**src/rtl/wdog_pkg.sv**
```systemverilog
// Package: register map, field positions, reset values and timing counts
// for the watchdog block. Assumes a 32-bit classic Wishbone register bus.
package wdog_pkg;

  localparam int unsigned ADDR_W = 4;
  localparam int unsigned DATA_W = 32;
  localparam int unsigned CNT_W  = 16;

  // Register byte offsets
  localparam logic [ADDR_W-1:0] CTRL_OFS    = 4'h0;
  localparam logic [ADDR_W-1:0] TIMEOUT_OFS = 4'h4;
  localparam logic [ADDR_W-1:0] SERVICE_OFS = 4'h8;
  localparam logic [ADDR_W-1:0] STATUS_OFS  = 4'hc;

  // Control field positions
  localparam int unsigned CTRL_EN_BIT    = 0;
  localparam int unsigned CTRL_RSTSEL_BIT = 1;
  localparam int unsigned CTRL_SLPSTOP_BIT = 2;
  localparam int unsigned CTRL_WAITSTOP_BIT = 3;

  // Status field positions
  localparam int unsigned STAT_FIRED_BIT = 0;
  localparam int unsigned STAT_LOCK_BIT  = 1;
  localparam int unsigned STAT_CNT_LSB   = 16;

  // Two-word refresh key sequence
  localparam logic [15:0] KEY_FIRST  = 16'h5555;
  localparam logic [15:0] KEY_SECOND = 16'haaaa;

  // Timing: one watchdog tick every TICK_US microseconds at 50 MHz
  localparam int unsigned CLK_MHZ     = 50;
  localparam int unsigned TICK_US     = 100;
  localparam int unsigned TICK_CYCLES = TICK_US * CLK_MHZ;

  localparam logic [CNT_W-1:0] TIMEOUT_RST = 16'h0100;

endpackage

```
**src/rtl/wdog_tick_if.sv**
```systemverilog
// Interface: tick and pause signals between tick generator and core.
// Assumes both ends run on the same clock.
`timescale 1ns/10ps
interface wdog_tick_if;
  logic pause;
  logic tick;
  modport gen  (input pause, output tick);
  modport core (output pause, input tick);
endinterface

```
**src/rtl/wdog_tick_gen.sv**
```systemverilog
// Tick prescaler: one-cycle pulse every DIV cycles, frozen while paused.
// Assumes synchronous active-high reset and a free-running clock.
`timescale 1ns/10ps
module wdog_tick_gen #(
  parameter int unsigned DIV = wdog_pkg::TICK_CYCLES
) (
  input  wire logic clk_i,
  input  wire logic rst_i,
  wdog_tick_if.gen  tk
);
  localparam int unsigned PW = $clog2(DIV + 1);

  typedef struct packed {
    logic [PW-1:0] cnt;
    logic          tick;
  } tick_state_t;

  tick_state_t st_ff;
  tick_state_t nxt_st;

  always_comb begin
    nxt_st = st_ff;
    nxt_st.tick = 1'b0;
    if (!tk.pause) begin
      if (st_ff.cnt == PW'(DIV - 1)) begin
        nxt_st.cnt  = '0;
        nxt_st.tick = 1'b1;
      end else begin
        nxt_st.cnt = st_ff.cnt + PW'(1);
      end
    end
  end

  always_ff @(posedge clk_i) begin
    if (rst_i) begin
      st_ff <= '0;
    end else begin
      st_ff <= nxt_st;
    end
  end

  assign tk.tick = st_ff.tick;

  tick_pause_a: assert property (@(posedge clk_i) disable iff (rst_i)
    tk.pause |=> !tk.tick) else $error("Tick while paused");

endmodule

```
**src/rtl/wdog_top.sv**
```systemverilog
// Watchdog core: Wishbone register slave, down-counter and timeout outputs.
// Assumes low-power mode levels arrive from another domain (synchronised).
//
// Added by the designer: the Wishbone slave port and the placing of the registers.
`timescale 1ns/10ps
module wdog_top #(
  parameter int unsigned TICK_DIV = wdog_pkg::TICK_CYCLES
) (
  input  wire logic        clk_i,
  input  wire logic        rst_i,
  input  wire logic        cyc_i,
  input  wire logic        stb_i,
  input  wire logic        we_i,
  input  wire logic [3:0]  adr_i,
  input  wire logic [3:0]  sel_i,
  input  wire logic [31:0] dat_i,
  output logic      [31:0] dat_o,
  output logic             ack_o,
  input  wire logic        light_sleep_mode_i,
  input  wire logic        wait_mode_i,
  output logic             timeout_n_o,
  output logic             sys_rst_req_n_o
);

  typedef struct packed {
    logic                        en;
    logic                        rst_sel;
    logic                        slp_stop;
    logic                        wait_stop;
    logic                        locked;
    logic [wdog_pkg::CNT_W-1:0]  tmo;
    logic [wdog_pkg::CNT_W-1:0]  cnt;
    logic                        key1;
    logic                        fired;
    logic [1:0]                  slp_sync;
    logic [1:0]                  wait_sync;
    logic                        ack;
    logic [31:0]                 rdat;
    logic                        tmo_n;
    logic                        rst_n;
  } core_state_t;

  core_state_t st_ff;
  core_state_t nxt_st;
  wdog_tick_if tk ();

  wdog_tick_gen #(.DIV(TICK_DIV)) u_tick (
    .clk_i (clk_i),
    .rst_i (rst_i),
    .tk    (tk)
  );

  logic bus_req;
  logic wr_ctrl;
  logic wr_tmo;
  logic wr_svc;
  logic refresh;
  logic slp_lvl;
  logic wait_lvl;

  assign bus_req  = cyc_i && stb_i && !st_ff.ack;
  assign wr_ctrl  = bus_req && we_i && adr_i == wdog_pkg::CTRL_OFS
                    && sel_i[0];
  assign wr_tmo   = bus_req && we_i && adr_i == wdog_pkg::TIMEOUT_OFS
                    && (&sel_i[1:0]);
  assign wr_svc   = bus_req && we_i && adr_i == wdog_pkg::SERVICE_OFS
                    && (&sel_i[1:0]);
  // Refresh is the second word of the key pair, only while running
  assign refresh  = wr_svc && st_ff.key1 && st_ff.en
                    && dat_i[15:0] == wdog_pkg::KEY_SECOND;
  assign slp_lvl  = st_ff.slp_sync[1];
  assign wait_lvl = st_ff.wait_sync[1];

  // Counting pauses in each low-power mode independently
  assign tk.pause = !st_ff.en || st_ff.fired
                    || (st_ff.slp_stop && slp_lvl)
                    || (st_ff.wait_stop && wait_lvl);

  always_comb begin
    nxt_st = st_ff;
    nxt_st.slp_sync  = {st_ff.slp_sync[0], light_sleep_mode_i};
    nxt_st.wait_sync = {st_ff.wait_sync[0], wait_mode_i};
    nxt_st.ack = bus_req;

    if (wr_ctrl) begin
      // Enable is sticky: a zero write never clears it
      nxt_st.en = st_ff.en | dat_i[wdog_pkg::CTRL_EN_BIT];
      if (!st_ff.locked) begin
        nxt_st.rst_sel   = dat_i[wdog_pkg::CTRL_RSTSEL_BIT];
        nxt_st.slp_stop  = dat_i[wdog_pkg::CTRL_SLPSTOP_BIT];
        nxt_st.wait_stop = dat_i[wdog_pkg::CTRL_WAITSTOP_BIT];
        nxt_st.locked    = 1'b1;
      end
      if (dat_i[wdog_pkg::CTRL_EN_BIT] && !st_ff.en) begin
        nxt_st.cnt = st_ff.tmo;
      end
    end
    if (wr_tmo) begin
      nxt_st.tmo = dat_i[wdog_pkg::CNT_W-1:0];
    end
    if (wr_svc) begin
      nxt_st.key1 = dat_i[15:0] == wdog_pkg::KEY_FIRST;
    end

    if (refresh && !st_ff.fired) begin
      nxt_st.cnt = st_ff.tmo;
    // A tick already in flight when a pause begins must not count
    end else if (tk.tick && !tk.pause && st_ff.cnt != '0) begin
      nxt_st.cnt = st_ff.cnt - wdog_pkg::CNT_W'(1);
    end

    // Counter at zero while running means the refresh was missed
    if (st_ff.en && st_ff.cnt == '0) begin
      nxt_st.fired = 1'b1;
    end
    // Output choice follows the programmed select; held until reset
    nxt_st.tmo_n = !(st_ff.fired && !st_ff.rst_sel);
    nxt_st.rst_n = !(st_ff.fired && st_ff.rst_sel);

    nxt_st.rdat = '0;
    if (bus_req && !we_i) begin
      unique case (adr_i)
        wdog_pkg::CTRL_OFS: begin
          nxt_st.rdat[wdog_pkg::CTRL_EN_BIT]       = st_ff.en;
          nxt_st.rdat[wdog_pkg::CTRL_RSTSEL_BIT]   = st_ff.rst_sel;
          nxt_st.rdat[wdog_pkg::CTRL_SLPSTOP_BIT]  = st_ff.slp_stop;
          nxt_st.rdat[wdog_pkg::CTRL_WAITSTOP_BIT] = st_ff.wait_stop;
        end
        wdog_pkg::TIMEOUT_OFS: begin
          nxt_st.rdat[wdog_pkg::CNT_W-1:0] = st_ff.tmo;
        end
        wdog_pkg::STATUS_OFS: begin
          nxt_st.rdat[wdog_pkg::STAT_FIRED_BIT] = st_ff.fired;
          nxt_st.rdat[wdog_pkg::STAT_LOCK_BIT]  = st_ff.locked;
          nxt_st.rdat[wdog_pkg::STAT_CNT_LSB +: wdog_pkg::CNT_W] =
            st_ff.cnt;
        end
        default: begin
          nxt_st.rdat = '0;
        end
      endcase
    end
  end

  always_ff @(posedge clk_i) begin
    if (rst_i) begin
      st_ff       <= '0;
      st_ff.tmo   <= wdog_pkg::TIMEOUT_RST;
      st_ff.tmo_n <= 1'b1;
      st_ff.rst_n <= 1'b1;
    end else begin
      st_ff <= nxt_st;
    end
  end

  assign dat_o           = st_ff.rdat;
  assign ack_o           = st_ff.ack;
  assign timeout_n_o     = st_ff.tmo_n;
  assign sys_rst_req_n_o = st_ff.rst_n;

  en_sticky_a: assert property (@(posedge clk_i) disable iff (rst_i)
    st_ff.en |=> st_ff.en) else $error("Enable cleared");

  lock_hold_a: assert property (@(posedge clk_i) disable iff (rst_i)
    st_ff.locked |=> $stable(st_ff.rst_sel) && $stable(st_ff.slp_stop)
      && $stable(st_ff.wait_stop)) else $error("Locked bit changed");

  reload_cnt_a: assert property (@(posedge clk_i) disable iff (rst_i)
    refresh && !st_ff.fired |=> st_ff.cnt == $past(st_ff.tmo))
    else $error("Refresh did not reload");

  zero_fire_a: assert property (@(posedge clk_i) disable iff (rst_i)
    st_ff.en && st_ff.cnt == '0 |=> st_ff.fired)
    else $error("Zero count did not fire");

  out_select_a: assert property (@(posedge clk_i) disable iff (rst_i)
    st_ff.fired |=> (st_ff.rst_sel ? !sys_rst_req_n_o && timeout_n_o
                                   : !timeout_n_o && sys_rst_req_n_o))
    else $error("Wrong timeout output");

  quiet_out_a: assert property (@(posedge clk_i) disable iff (rst_i)
    !st_ff.fired ##1 !st_ff.fired |-> timeout_n_o && sys_rst_req_n_o)
    else $error("Output without timeout");

  pause_sleep_a: assert property (@(posedge clk_i) disable iff (rst_i)
    st_ff.slp_stop && slp_lvl && !refresh && !wr_ctrl
      |=> $stable(st_ff.cnt)) else $error("Counted in sleep");

  pause_wait_a: assert property (@(posedge clk_i) disable iff (rst_i)
    st_ff.wait_stop && wait_lvl && !refresh && !wr_ctrl
      |=> $stable(st_ff.cnt)) else $error("Counted in wait");

  ack_pulse_a: assert property (@(posedge clk_i) disable iff (rst_i)
    ack_o |=> !ack_o) else $error("Ack longer than one cycle");

  fired_c: cover property (@(posedge clk_i) disable iff (rst_i)
    st_ff.fired && st_ff.rst_sel);
  tmo_c: cover property (@(posedge clk_i) disable iff (rst_i)
    !timeout_n_o);
  refresh_c: cover property (@(posedge clk_i) disable iff (rst_i)
    refresh);
  sleep_c: cover property (@(posedge clk_i) disable iff (rst_i)
    st_ff.en && slp_lvl && st_ff.slp_stop);

endmodule

```
**config.mk**
```make
export PLATFORM = sky130hd
export DESIGN_NAME = wdog_top
export DESIGN_NICKNAME = d
export VERILOG_FILES = /design/src/rtl/wdog_pkg.sv /design/src/rtl/wdog_tick_if.sv /design/src/rtl/wdog_tick_gen.sv /design/src/rtl/wdog_top.sv
export SDC_FILE = /design/constraint.sdc
export NUM_CORES = 1
export LEC_CHECK = 0
export CAP_MARGIN = 10
export CORE_ASPECT_RATIO = 1.75
export CORE_MARGIN = 5
export CORE_UTILIZATION = 53
export DETAILED_ROUTE_END_ITERATION = 6
export DONT_BUFFER_PORTS = 1
export PLACE_DENSITY = 0.68
export SLEW_MARGIN = 20
export SYNTH_ARGS = -nofsm -noshare
export SYNTH_HDL_FRONTEND = slang
export SYNTH_SLANG_ARGS = --single-unit
```
**constraint.sdc**
```tcl
create_clock -name clk_i -period 5.2 [get_ports clk_i]
set_input_delay 0.78 -clock clk_i [delete_from_list [all_inputs] [get_ports clk_i]]
set_output_delay 0.78 -clock clk_i [all_outputs]
set_load 0.02 [all_outputs]
```
; ---- Yosys cells after proc, flatten, opt, wreduce, memory -nomap -nowiden
; Cells that the tools add are included.
[word_totals]
ff_bits = 92
latchBits = 0
mem_bits_rw = 0
romBits = 0
out_inout_bits = 35
n_memories = 0
[op_classes]
n_addsub = 2
mul = 0
n_div = 0
order_cmp = 0
eq_ne = 6
shifts = 0
mux = 8
bitwise = 5
n_reduce_logical = 45
[op_table]
columns = operator, n
row1 = 16-bit two-way mux, 4
row2 = 1-bit logical AND, 22
row3 = "16-bit by 15-bit equality test with 1-bit output, second input constant", 1
row4 = "16-bit equality test, second input constant", 1
row5 = 16-bit zero test, 1
row6 = 16-bit nonzero test, 1
row7 = "16-bit by 1-bit subtractor with 16-bit output, second input constant", 1
row8 = "13-bit by 1-bit adder with 13-bit output, second input constant", 1
row9 = "13-bit equality test, second input constant", 1
row10 = 13-bit two-way mux, 1
row11 = "4-bit equality test, second input constant", 2
row12 = 1-bit zero test, 8
row13 = 2-bit case mux with 3 select lines, 1
row14 = 2-bit AND reduction, 3
row15 = 3-bit nonzero test, 2
row16 = 3-bit OR reduction, 2
row17 = "4-bit by 3-bit equality test with 1-bit output, second input constant", 1
row18 = 4-bit zero test, 1
row19 = 1-bit inverter, 4
row20 = 2-bit case mux with 2 select lines, 1
row21 = 2-bit OR reduction, 2
row22 = 1-bit logical OR, 3
row23 = 1-bit two-way mux, 1
row24 = 1-bit bitwise OR, 1

; ---- Depth between registers and ports, before layout
; Gate-level depths: netlist of run 1.
[depth]
word_depth = 11
depth_mapped = 8
mapped_depth_nobuf = 7

; ---- By module
; From an unflattened synthesis of run 1, not the netlist that was laid out.
[hier_totals]
cells_unflattened = 456
area_unflattened_um2 = 4048.9
[modules_own_cells]
columns = module, instances, cells_per_inst, area_per_inst_um2, seq_area_each_um2
row1 = wdog_top, 1, 389, 3433.3, 1561.5
row2 = wdog_tick_gen, 1, 67, 615.6, 280.3

; ---- Worst setup path before layout of run 1
; OpenSTA, ideal clock, no wires.
[synth_path]
path_kind = input to register
startpoint = input adr_i[3]
endpoint = register st_ff[47] (netlist bit)
arrival_ns = 2.708
setup_slack_ns = 2.419
cell_stages = 8
path_buffers = 2
cell_sequence = buf_4 or4b_1 or3_4 nor4_4 a211oi_4 or2_4 buf_6 o22ai_2
[synth_between]
elab_chain_len = 9
elab_cells_between_ends = 14
[synth_rtl]
columns = element, line_no
row1 = "start, declared", wdog_top.sv:14  ; input wire logic [3:0] adr_i,
row2 = 4-bit equality test, wdog_top.sv:66  ; assign wr_svc = bus_req && we_i && adr_i == wdog_pkg::SERVICE_OFS
row3 = 1-bit logical AND, wdog_top.sv:66
row4 = 1-bit logical AND, wdog_top.sv:67  ; && (&sel_i[1:0]);
row5 = 1-bit logical AND (2 in a row), wdog_top.sv:69  ; assign refresh = wr_svc && st_ff.key1 && st_ff.en
row6 = 1-bit logical AND, wdog_top.sv:70  ; && dat_i[15:0] == wdog_pkg::KEY_SECOND;
row7 = 1-bit logical AND, wdog_top.sv:105  ; if (refresh && !st_ff.fired) begin
row8 = 3-bit nonzero test (no source line), -
row9 = 2-bit AND reduction (no source line), -
row10 = "end signal, assigned", wdog_top.sv:152  ; st_ff <= nxt_st;
row11 = "end, declared", wdog_top.sv:43  ; core_state_t st_ff;
; Parallel ways exist; a longest one is shown, timed or not.
; A chain may end at the register's enable or synchronous reset.

; ---- Final worst setup path of run 1
[layout_path]
startpoint = input adr_i[1]
endpoint = register st_ff[56] (netlist bit)
; Same word-level chain as after synthesis.

==> results of run 1 <==
## kinds of logic (layout without fill, tap and decap cells)
group	count (synthesis)	count (layout)	share of synthesized area
muxes	32	32	0.0801
AOI/OAI and AO/OA	49	49	0.0904
xor gates and xnor gates	12	12	0.0263
and+or+nand+nor	179	179	0.244
adders and majority gates	3	3	0.00939
DFF	92	92	0.461
buffers and inverters	59	28	0.0892
## power groups by stage
| stage | logic [uW] | clock network (uW) | registers, uW |
|---|---|---|---|
| finish | 15.5 | 670 | 708 |
| global route | 17.0 | 716 | 707 |
| CTS | 15.7 | 681 | 708 |
| detailed placement | 15.6 | 0 | 724 |
| global placement | 15.3 | 0 | 724 |
| floorplan | 20.1 | 0 | 723 |
## sequential cells by signal (all words and copies together) (netlist names)
register / flops
ack_o: 1
st_ff: 40
u_tick.st_ff: 13
u_tick.tk.tick: 1
slp_lvl: 1
dat_o: 32
sys_rst_req_n_o: 1
nxt_st: 2
timeout_n_o: 1
## worst max-delay path, stage by stage
cell and delay, ns:
or4b_1 0.55, or3_4 0.39, nor4_4 0.53, nor2_2 0.37, mux2i_1 0.33, o22ai_2 0.10
## per-layer routing
layer,vias to the layer above,track usage,part of all wire
met5,-,0,0
met4,0,0.107,0.041
met3,26,0.0638,0.049
met2,75,0.367,0.57
met1,1331,0.210,0.34
li1,1388,-,-
## area by class of cell
| type | instances | area (um^2) | share of cell area |
|---|---|---|---|
| clock buffer | 9 | 225 | 0.0548 |
| clock inverter | 7 | 81.3 | 0.0198 |
| inverter | 10 | 37.5 | 0.00913 |
| multi-input combinational | 275 | 1800 | 0.438 |
| sequential | 92 | 1840 | 0.448 |
| tap | 88 | 110 | 0.0268 |
| timing repair buffer | 2 | 15.0 | 0.00365 |
## synthesized netlist by cell type, types with 5 or more instances
master	number
dfxtp_1	92
nor2_1	61
buf_4	34
mux2i_1	32
and2_1	20
nor3_1	18
nand2_1	16
a21oi_1	14
clkbuf_1	14
inv_1	10
nand3_1	9
xor2_1	8
and3_1	7
nor2b_1	7
nand4_1	6
nand3b_1	5
o32ai_1	5
## worst max-delay path by stage
stage / startpoint / endpoint / slack [ns]
after floorplan: adr_i[3] / st_ff[47] / 2.42
after global placement: adr_i[1] / st_ff[56] / 2.04
after detailed placement: adr_i[1] / st_ff[56] / 2.03
after CTS: adr_i[1] / st_ff[56] / 2.38
after global routing: adr_i[1] / st_ff[56] / 2.23
final: adr_i[1] / st_ff[56] / 2.37
## metrics by stage
| stage | hold slack, ns | total power, uW |
|---|---|---|
| 2_1_floorplan | 0.400 | 744 |
| 3_3_place_gp | 0.417 | 739 |
| 3_5_place_dp | 0.425 | 739 |
| 4_1_cts | 0.443 | 1400 |
| 5_1_grt | 0.465 | 1440 |
| 6_report | 0.442 | 1390 |
==> impl_metrics.csv, run 1 <==
group,metric,value,unit
global_route,grt_pass1_wl,14800,um
run,max_cap_viol_count,0,
timing,clock.fmax,353,MHz
min_path,holdPathEnd,"sys_rst_req_n_o",
final_layout,area_growth,2.82,%
placement,dp_hpwl,6730,um
final_layout,finish.utilization,0.551,
setup_path,reg2regPathDepth,7,
cts,cts_made_buffers,9,
die,core_area,7460,um^2
timing,tns,0,ns
final_layout,final_cell_mix,"dfxtp_1 (92), nor2_1 (61), mux2i_1 (32)",
power,clkPwrFrac,0.481,
placement,io_buffers,0,
logic_synthesis,synth_cell_types,52,
setup_path,r2r_slack,2.48,ns
cts,worstSkewPairLatency,0.35,ns
power,swShare,0.215,
power,seq_power_share,0.508,
die,die_h,125,um
cts,htree_levels,3,
global_route,grt_usage,0.209,
drt,num_vias,2820,
global_route,grt_pass1_vias,2934,
logic_synthesis,avgSynthCellArea,9.39,um^2
setup_path,path_class,"input pin to register",
timing,fin_skew,0.00594,ns
final_layout,diodes,0,
logic_synthesis,yosys.area.top_type,"dfxtp_1",
timing,layout_setup_ws,2.37,ns
drt,avgViaCountPerCell,5.84,
logic_synthesis,ys.flop_type,"dfxtp_1",
final_layout,drive_gt1_frac,0.0785,
global_route,grt_overflow,0,
min_path,whs_path_depth,1,
die,pin_count,82,
drt,wl,9030,um
timing,rsz0062_at_grt,"false",
logic_synthesis,synth-seq-area-share,0.461,
placement,routabilityCongestion,0.893,
drt,wl_per_cell,18.7,um
power,combPwrFrac,0.011,
logic_synthesis,synth.ff_latch_count,92,
placement,place_inst,467,
die,rows,42,
cts,cts_resized,0,
cts,postCtsHoldBufs,0,
timing,worst_pin_slew,1.02,ns
placement,place_area,3800,um^2
timing,worst_slew_margin_rel,0.316,
min_path,hp-class,"register to register",
setup_path,required,5.43,ns
logic_synthesis,yosys_warnings,0,
setup_path,path_max_fanout,20,
setup_path,cp-end-kind,"register",
cts,cts_tree,"yes",
power,p_int,1090,uW
logic_synthesis,synth.area.top_cells,"dfxtp_1 (46%), mux2i_1 (8.0%), buf_4 (6.4%)",
drt,route.detailed.drc,0,
die,start_util,0.536,
drt,first_pass_iters,5,
logic_synthesis,synth_top_cell_area_share,0.461,
die,dieWidth,75.7,um
drt,drt-initial-drc-count,234,
cts,clock_path_buffers,2,
setup_path,regToRegStartpoint,"st_ff[77]",
logic_synthesis,synth_area,4000,um^2
setup_path,reg2reg_to,"st_ff[56]",
timing,final_max_slew_viol_count,0,
power,p_switching,299,uW
setup_path,critical_path_arrival,3.06,ns
final_layout,fillers,684,
final_layout,nets,440,
cts,cts_setup_buffers,0,
timing,period_minus_slack,2.83,ns
timing,fin_crit_sh,0.545,
setup_path,startpoint_type,"input pin",
cts,root_buffer,"clkbuf_16",
final_layout,final_common_cell,"dfxtp_1",
cts,path_clk_slew,0.07,ns
logic_synthesis,postSynth.asyncResetShare,0,
placement,place_ws,2.03,ns
power,ir_drop,277,uV
final_layout,stdcell_count,483,
logic_synthesis,netlist_instances,426,
die,die-area,9450,um^2
cts,cts.sink_count,92,
drt,ant_nets,0,
power,p_leak,0.00164,uW
min_path,min-delay-start,"st_ff[76]",
global_route,antenna_found_initial,0,
outcome,status,"finished, final reports clean",
power,power_per_cell_area,339,nW/um^2
logic_synthesis,synth-edff-count,0,
logic_synthesis,synth_nets,476,
timing,finalSetupViolCount,0,
final_layout,final_cell_area,4110,um^2
global_route,grt_max_degree,49,
timing,hold_viol,0,
Note: power is estimated with default switching activity, not from simulation.
==> run 2, diff against run 1 <==
--- a/config.mk
+++ b/config.mk
@@ -5,6 +5,7 @@
 export SDC_FILE = /design/constraint.sdc
 export NUM_CORES = 1
 export LEC_CHECK = 0
+export ABC_AREA = 1
 export CAP_MARGIN = 10
 export CORE_ASPECT_RATIO = 1.75
 export CORE_MARGIN = 5
==> constraint.sdc (replaced) <==
create_clock -name clk_i -period 2.9 [get_ports clk_i]
set_input_delay 0.435 -clock clk_i [delete_from_list [all_inputs] [get_ports clk_i]]
set_output_delay 0.435 -clock clk_i [all_outputs]
set_load 0.02 [all_outputs]
==> impl_metrics.csv, run 2 <==
group,metric,value,unit
cts,worstSkewPairLatency,0.34,ns
setup_path,worstPathCellList,"nor2_1 -> nand4_1 -> nor2_1 -> nand2_2 -> buf_4 -> nand3_4 -> inv_1 -> nor2_1 -> nor2_1",
final_layout,top_register,"st_ff",
setup_path,path_class,"register to register",
drt,wl,9620,um
setup_path,regToRegStartpoint,"ack_o",
final_layout,drive_gt1_frac,0.0801,
drt,ant_nets,0,
global_route,grt_usage,0.199,
timing,fin_crit_sh,0.685,
die,pin_count,82,
setup_path,cp_num_buf_inv,2,
setup_path,cp-startpoint,"ack_o",
die,rows,43,
global_route,grt_pass1_vias,3294,
drt,num_vias,3452,
final_layout,diodes,0,
timing,clock.fmax,504,MHz
global_route,antenna_found_initial,0,
run,max_cap_viol_count,0,
min_path,holdPathEnd,"st_ff[73]",
min_path,min-delay-start,"rst_i",
logic_synthesis,synth-edff-count,0,
logic_synthesis,avgSynthCellArea,7.20,um^2
timing,final_max_slew_viol_count,0,
logic_synthesis,yosysMostFrequentCell,"nand2_1",
cts,root_buffer,"clkbuf_16",
drt,wl_per_cell,14.5,um
setup_path,required,3.14,ns
logic_synthesis,postSynth.asyncResetShare,0,
logic_synthesis,netlist_instances,602,
final_layout,final_cell_mix,"nand2_1 (113), nor2_1 (109), dfxtp_1 (92)",
cts,path_clk_slew,0.07,ns
drt,drt-initial-drc-count,249,
logic_synthesis,synth_cell_types,37,
cts,cts_made_buffers,9,
die,core_area,7960,um^2
die,dieWidth,78.4,um
logic_synthesis,yosys.area.top_type,"dfxtp_1",
setup_path,cp-end-kind,"register",
timing,worst_slew_margin_rel,0.568,
placement,routabilityCongestion,0.945,
timing,fin_skew,0.00589,ns
setup_path,max_stage_delay,0.38,ns
power,power_per_cell_area,581,nW/um^2
final_layout,finish.utilization,0.560,
setup_path,crit_top_cell,"nor2_1",
logic_synthesis,yosys_warnings,0,
final_layout,fillers,767,
placement,dp_hpwl,7240,um
setup_path,cpLargestDelayFamily,"simple AND/OR/NAND/NOR gates",
drt,avgViaCountPerCell,5.20,
cts,cts_tree,"yes",
drt,route.detailed.drc,0,
timing,rsz0062_at_grt,"false",
final_layout,area_growth,2.80,%
cts,cts_resized,0,
timing,worst_pin_slew,0.646,ns
timing,holdWs,0.155,ns
min_path,whs_path_depth,1,
setup_path,reg2reg_to,"st_ff[54]",
final_layout,final_common_cell,"nand2_1",
cts,clock_path_buffers,2,
logic_synthesis,synth.ff_latch_count,92,
drt,first_pass_iters,4,
die,die-area,10200,um^2
global_route,grt_max_degree,41,
logic_synthesis,ys.flop_type,"dfxtp_1",
global_route,grt_overflow,0,
setup_path,r2r_slack,0.91,ns
setup_path,path_max_fanout,26,
setup_path,startpoint_type,"register",
logic_synthesis,synth.area.top_cells,"dfxtp_1 (42%), nand2_1 (9.8%), nor2_1 (9.4%)",
min_path,hp-class,"input pin to register",
timing,period_minus_slack,1.99,ns
setup_path,cpMaxStageDelayCell,"dfxtp_1",
cts,cts_setup_buffers,0,
setup_path,reg2regPathDepth,9,
final_layout,largest_register_ffs,40,
timing,tns,0,ns
outcome,status,"finished, final reports clean",
setup_path,critical_path_arrival,2.22,ns
timing,finalSetupViolCount,0,
cts,cts.sink_count,92,
final_layout,nets,619,
global_route,grt_pass1_wl,15500,um
logic_synthesis,synth_common_cells,"nand2_1 (113), nor2_1 (109), dfxtp_1 (92)",
logic_synthesis,synth_area,4330,um^2
logic_synthesis,synth_top_cell_area_share,0.425,
die,die_h,130,um
logic_synthesis,synth_nets,652,
cts,htree_levels,3,
power,ir_drop,391,uV
die,start_util,0.544,
power,p_leak,0.00190,uW
cts,postCtsHoldBufs,0,
timing,hold_viol,0,
logic_synthesis,synth-seq-area-share,0.425,
placement,io_buffers,0,
## run 2: layout make-up
cell class                 count  area [um^2]  area share
multi-input combinational    388         1860       0.418
clock inverter                 6         87.6      0.0197
tap                           90          113      0.0253
inverter                      75          289      0.0649
timing repair buffer           3         22.5     0.00505
sequential                    92         1840       0.413
clock buffer                  10          239      0.0536
## run 2: worst max-delay path by stage
| stage | end | slack [ns] | depth (start not counted) |
|---|---|---|---|
| finish | st_ff[54] | 0.91 | 9 |
| global route | st_ff[54] | 0.79 | 9 |
| CTS | st_ff[54] | 0.91 | 9 |
| detailed placement | st_ff[54] | 0.87 | 10 |
| global placement | st_ff[44] | 0.94 | 10 |
| floorplan | st_ff[54] | 1.35 | 13 |
## run 2: routing by layer
metal | vias up | GRT usage | wire length, um
li1 | 1802 | - | -
met3 | 30 | 0.0598 | 487
met1 | 1535 | 0.188 | 3460
met5 | - | 0 | 0
met4 | 0 | 0.115 | 416
met2 | 85 | 0.372 | 5260
## run 2: report_power, final
part           total, uW  switching (uW)  internal [uW]
sequential          1270            3.06           1270
clock               1260             488            776
combinational       53.2            36.9           16.3
## run 2: stage by stage
step	area [um^2]	instances	worst slack, ns	power, uW
after floorplan	4330	602	1.35	1340
after global placement	4130	648	0.938	1350
after detailed placement	4130	648	0.874	1350
after CTS	4460	664	0.914	2620
after global routing	4460	664	0.794	2690
final	4460	664	0.914	2590
## run 2: kinds of logic after synthesis
kind of cell    after synthesis  share of synthesized area
simple gates                299                      0.311
buf+inv                     122                      0.145
flops                        92                      0.425
compound gates               77                     0.0918
xor+xnor                      8                     0.0162
fa+ha+maj                     3                    0.00866
mux                           1                    0.00231
